===== config.mk =====
export PLATFORM = sky130hd
export DESIGN_NAME = opmg_output_ctrl
export DESIGN_NICKNAME = d
export VERILOG_FILES = /design/src/opmg_pkg.sv /design/src/opmg_zc_if.sv /design/src/opmg_zc_hold.sv /design/src/opmg_output_ctrl.sv
export SDC_FILE = /design/constraint.sdc
export NUM_CORES = 1
export LEC_CHECK = 0
export BUFFER_PORTS_ARGS = -buffer_cell sky130_fd_sc_hd__buf_2
export CORE_MARGIN = 2
export CORE_UTILIZATION = 40
export DETAILED_ROUTE_END_ITERATION = 8
export PLACE_DENSITY = 0.6
export SETUP_SLACK_MARGIN = 0.02
export SLEW_MARGIN = 20
export SYNTH_ARGS = -nofsm -noshare
export SYNTH_HDL_FRONTEND = slang
export SYNTH_SLANG_ARGS = --single-unit

===== constraint.sdc =====
create_clock -name CLK -period 8.4 [get_ports CLK]
set_input_delay 1.26 -clock CLK [delete_from_list [all_inputs] [get_ports CLK]]
set_output_delay 1.26 -clock CLK [all_outputs]
set_load 0.05 [all_outputs]

===== src/opmg_pkg.sv =====
// constants shared by the output path control block
// assumes one system clock and the documented register word addresses
`default_nettype none

package opmg_pkg;

  // register word addresses
  localparam logic [7:0] ADDR_LINE   = 8'h02;
  localparam logic [7:0] ADDR_SPK    = 8'h03;
  localparam logic [7:0] ADDR_MIX    = 8'h07;
  localparam logic [7:0] ADDR_BOOST  = 8'h09;
  localparam logic [7:0] ADDR_MODE   = 8'h0a;
  localparam logic [7:0] ADDR_PWR    = 8'h0b;
  localparam logic [7:0] ADDR_DACVOL = 8'h1e;
  localparam logic [7:0] ADDR_DAC2   = 8'h1f;

  // field positions
  localparam int LVL_MUTE_BIT  = 7;
  localparam int LVL_ZC_BIT    = 6;
  localparam int MIX_DAC_BIT   = 4;
  localparam int MIX_IN2_ATT   = 3;
  localparam int MIX_IN2_EN    = 2;
  localparam int MIX_IN1_ATT   = 1;
  localparam int MIX_IN1_EN    = 0;
  localparam int BOOST_DC_LSB  = 3;
  localparam int BOOST_AC_LSB  = 0;
  localparam int MODE_CLASS_AB = 6;
  localparam int MODE_GUARD_A  = 4;
  localparam int MODE_GUARD_B  = 3;
  localparam int PWR_LINE_EN   = 4;
  localparam int PWR_PGA_EN    = 2;
  localparam int PWR_SPK_EN    = 1;
  localparam int PWR_DAC_EN    = 0;
  localparam int DAC2_RATE_BIT = 10;
  localparam int DAC2_MODE_BIT = 9;
  localparam int DAC2_MUTE_BIT = 3;
  localparam int DAC2_DEEMPHASIS_SELECT   = 1;

  // writable bits, others read as zero
  localparam logic [15:0] MASK_LVL    = 16'h00ff;
  localparam logic [15:0] MASK_MIX    = 16'h001f;
  localparam logic [15:0] MASK_BOOST  = 16'h003f;
  localparam logic [15:0] MASK_MODE   = 16'h0058;
  localparam logic [15:0] MASK_PWR    = 16'h0017;
  localparam logic [15:0] MASK_DACVOL = 16'h00ff;
  localparam logic [15:0] MASK_DAC2   = 16'h060e;

  // values after reset
  localparam logic [15:0] RST_LVL    = 16'h00b9;
  localparam logic [15:0] RST_MIX    = 16'h0000;
  localparam logic [15:0] RST_BOOST  = 16'h001b;
  localparam logic [15:0] RST_MODE   = 16'h0018;
  localparam logic [15:0] RST_PWR    = 16'h0000;
  localparam logic [15:0] RST_DACVOL = 16'h00c0;
  localparam logic [15:0] RST_DAC2   = 16'h0008;
  localparam logic [5:0]  RST_VOL6   = 6'h39;

  // digital volume full scale code (0dB)
  localparam logic [7:0]  DIGITAL_VOLUME_CODE_MAX = 8'hc0;

  typedef enum logic {GAIN_SETTLED, GAIN_RAMPING} opmg_gain_e;

endpackage : opmg_pkg

`default_nettype wire


===== src/opmg_zc_if.sv =====
// carrier between the control top and one zero-cross volume holder
// assumes the top drives requests and the holder returns applied volume
`default_nettype none

interface opmg_zc_if;
  logic       zc_en;
  logic [5:0] vol_req;
  logic       zero_cross;
  logic       timeout_tick;
  logic [5:0] vol_applied;

  modport ctrl (output zc_en, vol_req, zero_cross, timeout_tick,
                input  vol_applied);
  modport unit (input  zc_en, vol_req, zero_cross, timeout_tick,
                output vol_applied);
endinterface : opmg_zc_if

`default_nettype wire


===== src/opmg_zc_hold.sv =====
// zero-cross gated volume holder for one analogue gain stage
// assumes zero_cross and timeout_tick are one-cycle pulses on clk
`default_nettype none

module opmg_zc_hold
  import opmg_pkg::*;
(
  input wire logic clk,
  input wire logic srst,
  opmg_zc_if.unit  zc
);

  logic [5:0] vol_q;
  logic [5:0] vol_d;
  logic       take;

  // immediate when gating off, else only at a crossing or timeout
  assign take  = !zc.zc_en || zc.zero_cross || zc.timeout_tick;
  assign vol_d = take ? zc.vol_req : vol_q;

  // applied gain, reset to 0dB
  always_ff @(posedge clk) begin
    if (srst) begin
      vol_q <= RST_VOL6;
    end else begin
      vol_q <= vol_d;
    end
  end

  assign zc.vol_applied = vol_q;
endmodule : opmg_zc_hold

`default_nettype wire


===== src/opmg_output_ctrl.sv =====
// output path register bank: dac soft mute, mixer, line and speaker gain
// assumes a word-addressed register port and a one-cycle sample tick
`default_nettype none

module opmg_output_ctrl
  import opmg_pkg::*;
#(
  parameter int RAMP_FAST_DIV = 2,
  parameter int RAMP_SLOW_DIV = 32
) (
  input  wire logic        CLK,
  input  wire logic        SRST,
  input  wire logic [7:0]  REG_ADDR,
  input  wire logic [15:0] REG_WDATA,
  input  wire logic        REG_WR,
  input  wire logic        REG_RD,
  output logic      [15:0] REG_RDATA,
  input  wire logic        FS_TICK,
  input  wire logic        LINE_ZERO_CROSS,
  input  wire logic        SPK_ZERO_CROSS,
  input  wire logic        TIMEOUT_TICK,
  output logic      [7:0]  DAC_GAIN,
  output logic             DAC_ENABLE,
  output logic      [1:0]  DEEMPHASIS_SELECT,
  output logic             DAC_TO_MIXER,
  output logic             LINE_INPUT_ONE_ENABLE,
  output logic             LINE_INPUT_ONE_ATTENUATE,
  output logic             LINE_INPUT_TWO_ENABLE,
  output logic             LINE_INPUT_TWO_ATTENUATE,
  output logic             LINE_DRIVER_ENABLE,
  output logic             LINE_DRIVER_MUTE,
  output logic      [5:0]  LINE_DRIVER_VOLUME,
  output logic             SPEAKER_PREAMP_ENABLE,
  output logic             SPEAKER_PREAMP_MUTE,
  output logic      [5:0]  SPEAKER_PREAMP_VOLUME,
  output logic             SPEAKER_STAGE_ENABLE,
  output logic             SPEAKER_POP_GUARD_A,
  output logic             SPEAKER_POP_GUARD_B,
  output logic             AMPLIFIER_CLASS_SELECT,
  output logic      [2:0]  SPEAKER_DC_BOOST,
  output logic      [2:0]  SPEAKER_AC_BOOST
);

  // ramp counter is five bits wide
  if (RAMP_FAST_DIV < 1 || RAMP_FAST_DIV > 32 ||
      RAMP_SLOW_DIV < 1 || RAMP_SLOW_DIV > 32) begin : g_bad_div
    $error("ramp divisors must lie in 1..32");
  end

  // limit reserved volume codes to full scale
  function automatic logic [7:0] clamp_vol(input logic [7:0] v);
    return (v > DIGITAL_VOLUME_CODE_MAX) ? DIGITAL_VOLUME_CODE_MAX : v;
  endfunction

  function automatic logic hit(input logic [7:0] a, input logic [7:0] at);
    return a == at;
  endfunction

  logic [15:0] line_q, spk_q, mix_q, boost_q, mode_q, pwr_q, dvol_q, dac2_q;
  logic [15:0] rdata_q;
  logic [15:0] read_mux;
  logic [7:0]  gain_q, gain_d, target;
  logic [4:0]  rate_cnt_q, ramp_div;
  opmg_gain_e  state_q, state_d;
  logic        wr_line, wr_spk, wr_mix, wr_boost, wr_mode, wr_pwr;
  logic        wr_dvol, wr_dac2;
  logic        soft_mute, unmute_now, step_en, instant_follow, class_ab;

  // write strobes per register
  assign wr_line  = REG_WR && hit(REG_ADDR, ADDR_LINE);
  assign wr_spk   = REG_WR && hit(REG_ADDR, ADDR_SPK);
  assign wr_mix   = REG_WR && hit(REG_ADDR, ADDR_MIX);
  assign wr_boost = REG_WR && hit(REG_ADDR, ADDR_BOOST);
  assign wr_mode  = REG_WR && hit(REG_ADDR, ADDR_MODE);
  assign wr_pwr   = REG_WR && hit(REG_ADDR, ADDR_PWR);
  assign wr_dvol  = REG_WR && hit(REG_ADDR, ADDR_DACVOL);
  assign wr_dac2  = REG_WR && hit(REG_ADDR, ADDR_DAC2);

  // plain storage registers; reserved boost codes stored as written
  always_ff @(posedge CLK) begin
    if (SRST) begin
      line_q  <= RST_LVL;
      spk_q   <= RST_LVL;
      mix_q   <= RST_MIX;
      boost_q <= RST_BOOST;
      pwr_q   <= RST_PWR;
      dvol_q  <= RST_DACVOL;
      dac2_q  <= RST_DAC2;
    end else begin
      if (wr_line)  line_q  <= REG_WDATA & MASK_LVL;
      if (wr_spk)   spk_q   <= REG_WDATA & MASK_LVL;
      if (wr_mix)   mix_q   <= REG_WDATA & MASK_MIX;
      if (wr_boost) boost_q <= REG_WDATA & MASK_BOOST;
      if (wr_pwr)   pwr_q   <= REG_WDATA & MASK_PWR;
      if (wr_dvol)  dvol_q  <= REG_WDATA & MASK_DACVOL;
      if (wr_dac2)  dac2_q  <= REG_WDATA & MASK_DAC2;
    end
  end

  // class select and pop guards; in class d a power write drives the
  // guards, class ab leaves them to the host
  assign class_ab = mode_q[MODE_CLASS_AB];

  always_ff @(posedge CLK) begin
    if (SRST) begin
      mode_q <= RST_MODE;
    end else if (wr_mode) begin
      mode_q <= REG_WDATA & MASK_MODE;
    end else if (wr_pwr && !class_ab) begin
      mode_q[MODE_GUARD_A] <= !REG_WDATA[PWR_SPK_EN];
      mode_q[MODE_GUARD_B] <= !REG_WDATA[PWR_SPK_EN];
    end
  end

  // dac soft mute and ramp; fast path follows volume whenever unmuted in mode 0
  assign soft_mute      = dac2_q[DAC2_MUTE_BIT];
  assign target         = soft_mute ? 8'h00 : clamp_vol(dvol_q[7:0]);
  assign unmute_now     = wr_dac2 && soft_mute &&
                          !REG_WDATA[DAC2_MUTE_BIT] &&
                          !REG_WDATA[DAC2_MODE_BIT];
  assign instant_follow = !soft_mute && !dac2_q[DAC2_MODE_BIT];
  assign ramp_div       = dac2_q[DAC2_RATE_BIT] ?
                          5'(RAMP_SLOW_DIV - 1) :
                          5'(RAMP_FAST_DIV - 1);
  assign step_en        = FS_TICK && (state_q == GAIN_RAMPING) &&
                          (rate_cnt_q == ramp_div);

  // one 0.375dB code per ramp step toward the target
  always_comb begin
    gain_d = gain_q;
    if (unmute_now) begin
      gain_d = clamp_vol(dvol_q[7:0]);
    end else if (instant_follow) begin
      gain_d = target;
    end else if (step_en) begin
      if (gain_q < target) begin
        gain_d = gain_q + 8'h01;
      end else if (gain_q > target) begin
        gain_d = gain_q - 8'h01;
      end
    end
  end

  assign state_d = (gain_d != target) ? GAIN_RAMPING : GAIN_SETTLED;

  // gain register starts at zero since the dac starts muted
  always_ff @(posedge CLK) begin
    if (SRST) begin
      gain_q  <= 8'h00;
      state_q <= GAIN_SETTLED;
    end else begin
      gain_q  <= gain_d;
      state_q <= state_d;
    end
  end

  // sample tick divider, restarts whenever the gain has settled
  always_ff @(posedge CLK) begin
    if (SRST || state_q == GAIN_SETTLED) begin
      rate_cnt_q <= 5'h00;
    end else if (FS_TICK) begin
      rate_cnt_q <= step_en ? 5'h00 : rate_cnt_q + 5'h01;
    end
  end

  // zero-cross volume holders for line driver and speaker preamp
  opmg_zc_if line_zc ();
  opmg_zc_if spk_zc ();

  assign line_zc.zc_en        = line_q[LVL_ZC_BIT];
  assign line_zc.vol_req      = line_q[5:0];
  assign line_zc.zero_cross   = LINE_ZERO_CROSS;
  assign line_zc.timeout_tick = TIMEOUT_TICK;
  assign spk_zc.zc_en         = spk_q[LVL_ZC_BIT];
  assign spk_zc.vol_req       = spk_q[5:0];
  assign spk_zc.zero_cross    = SPK_ZERO_CROSS;
  assign spk_zc.timeout_tick  = TIMEOUT_TICK;

  opmg_zc_hold u_line_hold (
    .clk  (CLK),
    .srst (SRST),
    .zc   (line_zc)
  );

  opmg_zc_hold u_spk_hold (
    .clk  (CLK),
    .srst (SRST),
    .zc   (spk_zc)
  );

  // readback select, unmapped words read zero
  assign read_mux = hit(REG_ADDR, ADDR_LINE)   ? line_q  :
                    hit(REG_ADDR, ADDR_SPK)    ? spk_q   :
                    hit(REG_ADDR, ADDR_MIX)    ? mix_q   :
                    hit(REG_ADDR, ADDR_BOOST)  ? boost_q :
                    hit(REG_ADDR, ADDR_MODE)   ? mode_q  :
                    hit(REG_ADDR, ADDR_PWR)    ? pwr_q   :
                    hit(REG_ADDR, ADDR_DACVOL) ? dvol_q  :
                    hit(REG_ADDR, ADDR_DAC2)   ? dac2_q  : 16'h0000;

  // read data held until the next read
  always_ff @(posedge CLK) begin
    if (SRST) begin
      rdata_q <= 16'h0000;
    end else if (REG_RD) begin
      rdata_q <= read_mux;
    end
  end

  // outputs, each straight from a flip-flop
  assign REG_RDATA                = rdata_q;
  assign DAC_GAIN                 = gain_q;
  assign DAC_ENABLE               = pwr_q[PWR_DAC_EN];
  assign DEEMPHASIS_SELECT        = dac2_q[DAC2_DEEMPHASIS_SELECT +: 2];
  assign DAC_TO_MIXER             = mix_q[MIX_DAC_BIT];
  assign LINE_INPUT_ONE_ENABLE    = mix_q[MIX_IN1_EN];
  assign LINE_INPUT_ONE_ATTENUATE = mix_q[MIX_IN1_ATT];
  assign LINE_INPUT_TWO_ENABLE    = mix_q[MIX_IN2_EN];
  assign LINE_INPUT_TWO_ATTENUATE = mix_q[MIX_IN2_ATT];
  assign LINE_DRIVER_ENABLE       = pwr_q[PWR_LINE_EN];
  assign LINE_DRIVER_MUTE         = line_q[LVL_MUTE_BIT];
  assign LINE_DRIVER_VOLUME       = line_zc.vol_applied;
  assign SPEAKER_PREAMP_ENABLE    = pwr_q[PWR_PGA_EN];
  assign SPEAKER_PREAMP_MUTE      = spk_q[LVL_MUTE_BIT];
  assign SPEAKER_PREAMP_VOLUME    = spk_zc.vol_applied;
  assign SPEAKER_STAGE_ENABLE     = pwr_q[PWR_SPK_EN];
  assign SPEAKER_POP_GUARD_A      = mode_q[MODE_GUARD_A];
  assign SPEAKER_POP_GUARD_B      = mode_q[MODE_GUARD_B];
  assign AMPLIFIER_CLASS_SELECT   = class_ab;
  assign SPEAKER_DC_BOOST         = boost_q[BOOST_DC_LSB +: 3];
  assign SPEAKER_AC_BOOST         = boost_q[BOOST_AC_LSB +: 3];
endmodule : opmg_output_ctrl

`default_nettype wire


==> results of run 1 <==
==> layer usage <==
layer | vias to the layer above | part of all wire (%)
li1 | 2066 | -
met1 | 1944 | 48
met2 | 145 | 45
met3 | 13 | 5.5
met4 | 0 | 1.4
met5 | - | 0
==> sequential cells by signal, indices dropped and copies added, names as in the netlist <==
name                        count
spk_q                           8
line_q                          8
dac2_q                          5
DAC_GAIN                        8
pwr_q                           4
u_line_hold.zc.vol_applied      6
state_q                         1
boost_q                         6
u_spk_hold.zc.vol_applied       6
rate_cnt_q                      5
mode_q                          3
dvol_q                          8
REG_RDATA                      10
mix_q                           5
==> cell type report <==
| class | count | area [um^2] | share of cell area (%) |
|---|---|---|---|
| clock buffer | 9 | 124 | 2.44 |
| multi-input combinational | 420 | 2600 | 51.2 |
| tap | 140 | 175 | 3.45 |
| clock inverter | 6 | 67.6 | 1.33 |
| timing repair buffer | 81 | 415 | 8.19 |
| sequential | 83 | 1660 | 32.8 |
| inverter | 8 | 30.0 | 0.592 |
==> kinds of logic (layout without fill, tap and decap cells) <==
family | after synthesis | in the layout | share of synthesized area, %
simple gates | 246 | 246 | 27.0
mux | 25 | 25 | 5.70
compound gates | 117 | 117 | 18.3
xor+xnor | 15 | 15 | 3.09
other cells | 1 | 6 | 0.0834
fa+ha+maj | 11 | 11 | 3.06
buf+inv | 44 | 104 | 5.82
flops | 83 | 83 | 37.0
==> how the worst max path moves through the flow <==
stage	from	slack, ns	endpoint
after floorplan	REG_ADDR[0]	5.19	state_q
after global placement	REG_ADDR[5]	4.60	state_q
after detailed placement	REG_ADDR[5]	4.59	state_q
after CTS	dvol_q[6]	4.92	state_q
after global routing	dac2_q[3]	4.65	state_q
final	dac2_q[3]	4.89	state_q
==> per-stage QoR <==
stage               cell area [um^2]  util [%]  hold slack [ns]  cells
floorplan                       4520         -            0.445    547
global placement                4870      44.8            0.441    732
detailed placement              4870      44.8            0.444    732
CTS                             5070      46.5            0.464    747
global route                    5070      46.6            0.479    747
finish                          5070      46.6            0.461    747
==> power by group through the flow <==
stage / Clock (mW) / Combinational (mW) / Sequential [mW]
5_1_grt: 0.304 / 0.0573 / 0.398
6_report: 0.282 / 0.0536 / 0.397
3_3_place_gp: 0 / 0.0527 / 0.407
2_1_floorplan: 0 / 0.0312 / 0.414
4_1_cts: 0.290 / 0.0529 / 0.397
3_5_place_dp: 0 / 0.0528 / 0.407
==> layout by cell type, fill, tap and decap left out, types with 11 or more instances in the layout <==
master,Yosys,final
nand2_1,77,77
o21ai_0,13,13
a21oi_1,34,34
mux2i_1,20,20
nor3_1,12,11
buf_2,0,77
ha_1,11,11
nand3b_1,12,12
a211o_1,15,15
nor2b_1,11,11
nand3_1,33,33
dfxtp_1,83,83
nor2_1,53,53
==> summary.md, run 1 <==
| Metric | Value |
|---|---|
| Status | `completed` |
| Min-Delay Startpoint | `u_spk_hold.zc.vol_applied[4]` |
| Diodes inserted | `0` |
| Nets@finish | `646` |
| GR Util met3 | `3.53%` |
| Worst-Margin Slew | `0.986 ns` |
| Slowest stage cell, crit path | `o41ai_2` |
| Min cycle time layout | `3.51 ns` |
| Fin worst setup slack | `4.89 ns` |
| # setup viols final | `0` |
| Max Fclk | `285 MHz` |
| Worst Hold Path EP | `u_spk_hold.zc.vol_applied[4]` |
| Clock latency on the worst-skew pair | `0.36 ns` |
| Post-Place Worst Slack | `4.59 ns` |
| Post-CTS Setup Inserts | `0` |
| Switching power total | `0.188 mW` |
| FILL cells | `1067` |
| GRT Total Usage | `21.2%` |
| Number of flops mapped to enable cells by yosys | `0` |
| Post-CTS sizing | `0` |
| Buf/Inv on CP | `0` |
| CP delay by family, top | `compound AO/OA/AOI/OAI gates` |
| Async set or reset register ratio after synthesis | `0%` |
| Grt met1 use | `30.0%` |
| Hold Crit Class | `flip-flop to flip-flop` |
| Reg2reg path depth | `12` |
| Routed Antenna Nets | `0` |
| RSZ-0062 raised after global routing | `false` |
| Slew Viols, Final | `0` |
| CP endpoint kind | `flip-flop` |
| Drt drc | `0` |
| Syn_area_per_cell | `8.30 um^2` |
| #FFs+latches synth | `83` |
| Register area share after synthesis | `37.0%` |
| Gate power share | `7.3%` |
| Total core area | `10900 um^2` |
| Top_reg_cell synth | `dfxtp_1` |
| Clock slew at reported path FFs | `0.08 ns` |
| Internal | `0.545 mW` |
| Max cap viols | `0` |
| CTS root buf | `clkbuf_8` |
| Die Width | `110 um` |
| Drt via density | `5.58` |
| Met2 Use GR | `32.0%` |
| I/O pin count | `90` |
| H-tree levels | `3` |
| DRT iter0 DRCs | `338` |
| Critical path type | `flip-flop to flip-flop` |
| Max incr delay on CP | `0.51 ns` |
| # clock sinks | `83` |
| CP arrival | `3.70 ns` |
| P_leak | `2.05 nW` |
| Clock Skew | `0.00682 ns` |
| Port Buffers | `77` |
| Vias in the first global route | `3816` |
| Mapped Cells | `542` |
| Grt ovf | `0` |
| Vias | `4168` |
| Yosys top cell by area | `dfxtp_1` |
| Row cnt | `38` |
| CP max FO | `11` |
| DRT Wirelength | `12400 um` |
| Initial antenna violation count | `0` |
| Yosys warning total | `0` |
| CTS Buf Count | `9` |
| Most frequent cell after synthesis | `dfxtp_1` |
| Die ar. | `12100 um^2` |
| Final GP Congestion | `0.880` |
| Final Hold Vio Count | `0` |
| Share of the synthesized area in the top cell type | `37.0%` |
| Initial core utilization | `41.3%` |
| Worst slew margin | `33.4%` |
| Power Total | `0.733 mW` |
| Worst hold path depth | `1` |
| Area growth, synth to finish | `12.8%` |
| CTS tree | `yes` |
| Cell Area, Synth | `4500 um^2` |
| Number of buffers added to fix hold violations after cts | `0` |
| Reg-to-Reg Start | `dac2_q[3]` |
| Global-route wire length before repair | `19800 um` |
| Crit-path cells | `a21oi_1 > nand2_1 > ha_1 > nor2b_1 > o211ai_1 > a21oi_1 > nor2_2 > o41ai_2 > xor2_2 > o211ai_1 > o31ai_1 > a41oi_1` |
| R2r setup slk | `4.89 ns` |
| Total negative setup slack | `0 ns` |
| Fin crit share | `41.8%` |
| Pwr Density | `145 nW/um^2` |
| Avg WL per Cell | `16.6 um` |
| Largest net degree at the start of global routing | `80` |
| Netlist cell types | `65` |
| Most frequent cells after synthesis | `83 x dfxtp_1, 77 x nand2_1, 53 x nor2_1` |
| Die span in y | `110 um` |
| Max Root-Sink Buffers | `2` |
| Dominant cells by area after synthesis | `dfxtp_1 37%, nand2_1 6.4%, mux2i_1 4.5%` |
| Switching share of power | `25.7%` |
| R2r endpoint | `state_q` |
| Busiest grt layer | `met2` |
| Seq pwr share | `54.2%` |
| 1st-pass router iterations | `5` |
| Setup crit start kind | `flip-flop` |
| CP required | `8.59 ns` |
| Post-DP HPWL | `9030 um` |
| CP Depth | `12` |
| Share of power burned in the clock network | `38.5%` |
| Peak VDD IR | `0.0000788 V` |
| Share of cells above drive strength 1 | `20.3%` |
Note: power is estimated with default switching activity, not from simulation.
==> run 2, diff against run 1 <==
Clock period 8.4 ns to 3.7 ns, I/O delays scaled along.
==> summary.md, run 2 (synthesized netlist as in run 1, its figures left out) <==
| Metric | Value |
|---|---|
| Pwr Density | `321 nW/um^2` |
| FILL cells | `1092` |
| Post-CTS sizing | `0` |
| CTS Buf Count | `9` |
| Die ar. | `12100 um^2` |
| Final core occ | `46.9%` |
| Drt via density | `5.65` |
| Total core area | `10900 um^2` |
| Grt ovf | `0` |
| Hold Crit Class | `input pin to flip-flop` |
| Max Fclk | `294 MHz` |
| # setup viols final | `0` |
| Area of the multi-input gates | `2590 um^2` |
| Cell repeated most along the worst path | `a21oi_1` |
| I/O pin count | `90` |
| Max reg flops | `10` |
| Share of cells above drive strength 1 | `21.1%` |
| CTS root buf | `clkbuf_8` |
| Clock slew at reported path FFs | `0.09 ns` |
| CP delay by family, top | `compound AO/OA/AOI/OAI gates` |
| Nets@finish | `653` |
| Area growth, synth to finish | `13.6%` |
| Global-route wire length before repair | `20100 um` |
| Max cap viols | `0` |
| Fin crit share | `91.9%` |
| Worst slew margin | `35.1%` |
| CTS tree | `yes` |
| P_leak | `2.09 nW` |
| CP required | `3.90 ns` |
| Status | `completed` |
| Clock Skew | `0.00878 ns` |
| Post-DP HPWL | `9220 um` |
| Commonest non-fill, non-tap cells in the layout | `83 x dfxtp_1, 77 x nand2_1, 77 x buf_2, 53 x nor2_1, 34 x a21oi_1` |
| Port Buffers | `77` |
| RSZ-0062 raised after global routing | `false` |
| Row cnt | `38` |
| Max Root-Sink Buffers | `2` |
| Commonest non-fill, non-tap cell in the layout | `dfxtp_1` |
| Final GP Congestion | `0.880` |
| GRT Total Usage | `21.5%` |
| CP arrival | `3.60 ns` |
| DRT Wirelength | `12400 um` |
| Vias | `4263` |
| Diodes inserted | `0` |
| CP endpoint kind | `flip-flop` |
| Initial core utilization | `41.3%` |
| Slowest stage cell, crit path | `dfxtp_1` |
| Buf/Inv on CP | `0` |
| Critical path type | `flip-flop to flip-flop` |
| Final Hold Vio Count | `0` |
| Post-CTS Setup Inserts | `0` |
| Die Width | `110 um` |
| Routed Antenna Nets | `0` |
| DRT iter0 DRCs | `260` |
| Max incr delay on CP | `0.41 ns` |
| Number of buffers added to fix hold violations after cts | `0` |
| Clock latency on the worst-skew pair | `0.36 ns` |
| CP max FO | `9` |
| Peak VDD IR | `0.000149 V` |
| 1st-pass router iterations | `5` |
| H-tree levels | `3` |
| Slew Viols, Final | `0` |
| FF/Latch Area | `1660 um^2` |
| Setup crit start kind | `flip-flop` |
| Crit-path cells | `a21oi_1 > nand2_1 > ha_1 > nor2b_1 > o211ai_1 > a21o_1 > a21oi_1 > o21ai_0 > xnor2_1 > a221oi_1 > and4_4 > a41oi_1` |
| Avg WL per Cell | `16.5 um` |
| Die span in y | `110 um` |
| Vias in the first global route | `3918` |
| Min cycle time layout | `3.40 ns` |
| Total negative setup slack | `0 ns` |
| Initial antenna violation count | `0` |
| # clock sinks | `83` |
| Largest net degree at the start of global routing | `56` |
| Worst-Margin Slew | `0.974 ns` |
| Drt drc | `0` |
==> run 2: layout make-up <==
class | instances | share of cell area [%]
Sequential cell | 83 | 32.5
Inverter | 8 | 0.588
Tap cell | 140 | 3.43
Timing Repair Buffer | 88 | 9.16
Clock buffer | 9 | 2.42
Clock inverter | 7 | 1.15
Multi-Input combinational cell | 420 | 50.7
==> run 2: final timing paths <==
check	from	to	slack [ns]	cells after the start
max	dvol_q[6]	state_q	0.30	12
min	REG_WDATA[9]	dac2_q[9]	0.45	3
max reg2reg	dvol_q[6]	state_q	0.30	12
min reg2reg	u_spk_hold.zc.vol_applied[3]	u_spk_hold.zc.vol_applied[3]	0.46	1
==> run 2: metrics by stage <==
stage / std cells / worst slack [ns] / area, um^2 / hold slack [ns] / total power [mW]
finish: 755 / 0.299 / 5110 / 0.452 / 1.64
global route: 755 / 0.0361 / 5110 / 0.463 / 1.71
CTS: 755 / 0.330 / 5110 / 0.443 / 1.65
detailed placement: 739 / 0.363 / 4930 / 0.449 / 1.04
global placement: 739 / 0.372 / 4930 / 0.441 / 1.04
floorplan: 547 / 0.713 / 4520 / 0.445 / 1.01
==> run 2: worst reg2reg max path, delay by kind of cell (launching register included) <==
kind	cells	cell delay (ns)
AOI/OAI and AO/OA	7	1.86
and+or+nand+nor	3	0.56
adders and majority gates	1	0.31
xor gates and xnor gates	1	0.11
DFF	1	0.41
==> run 2: metal layers <==
| metal | part of all wire (%) | vias up | track usage (%) |
|---|---|---|---|
| li1 | - | 2084 | - |
| met1 | 47 | 2011 | 30.6 |
| met2 | 45 | 146 | 32.7 |
| met3 | 5.9 | 22 | 3.00 |
| met4 | 2.1 | 0 | 8.68 |
| met5 | 0 | - | 0 |
==> run 2: where the power goes <==
part,internal [mW],total [mW],leakage (nW),switching (mW)
sequential,0.898,0.902,0.671,0.00421
clock,0.255,0.617,0.0925,0.362
combinational,0.0304,0.121,1.33,0.0908
total,1.18,1.64,2.09,0.457
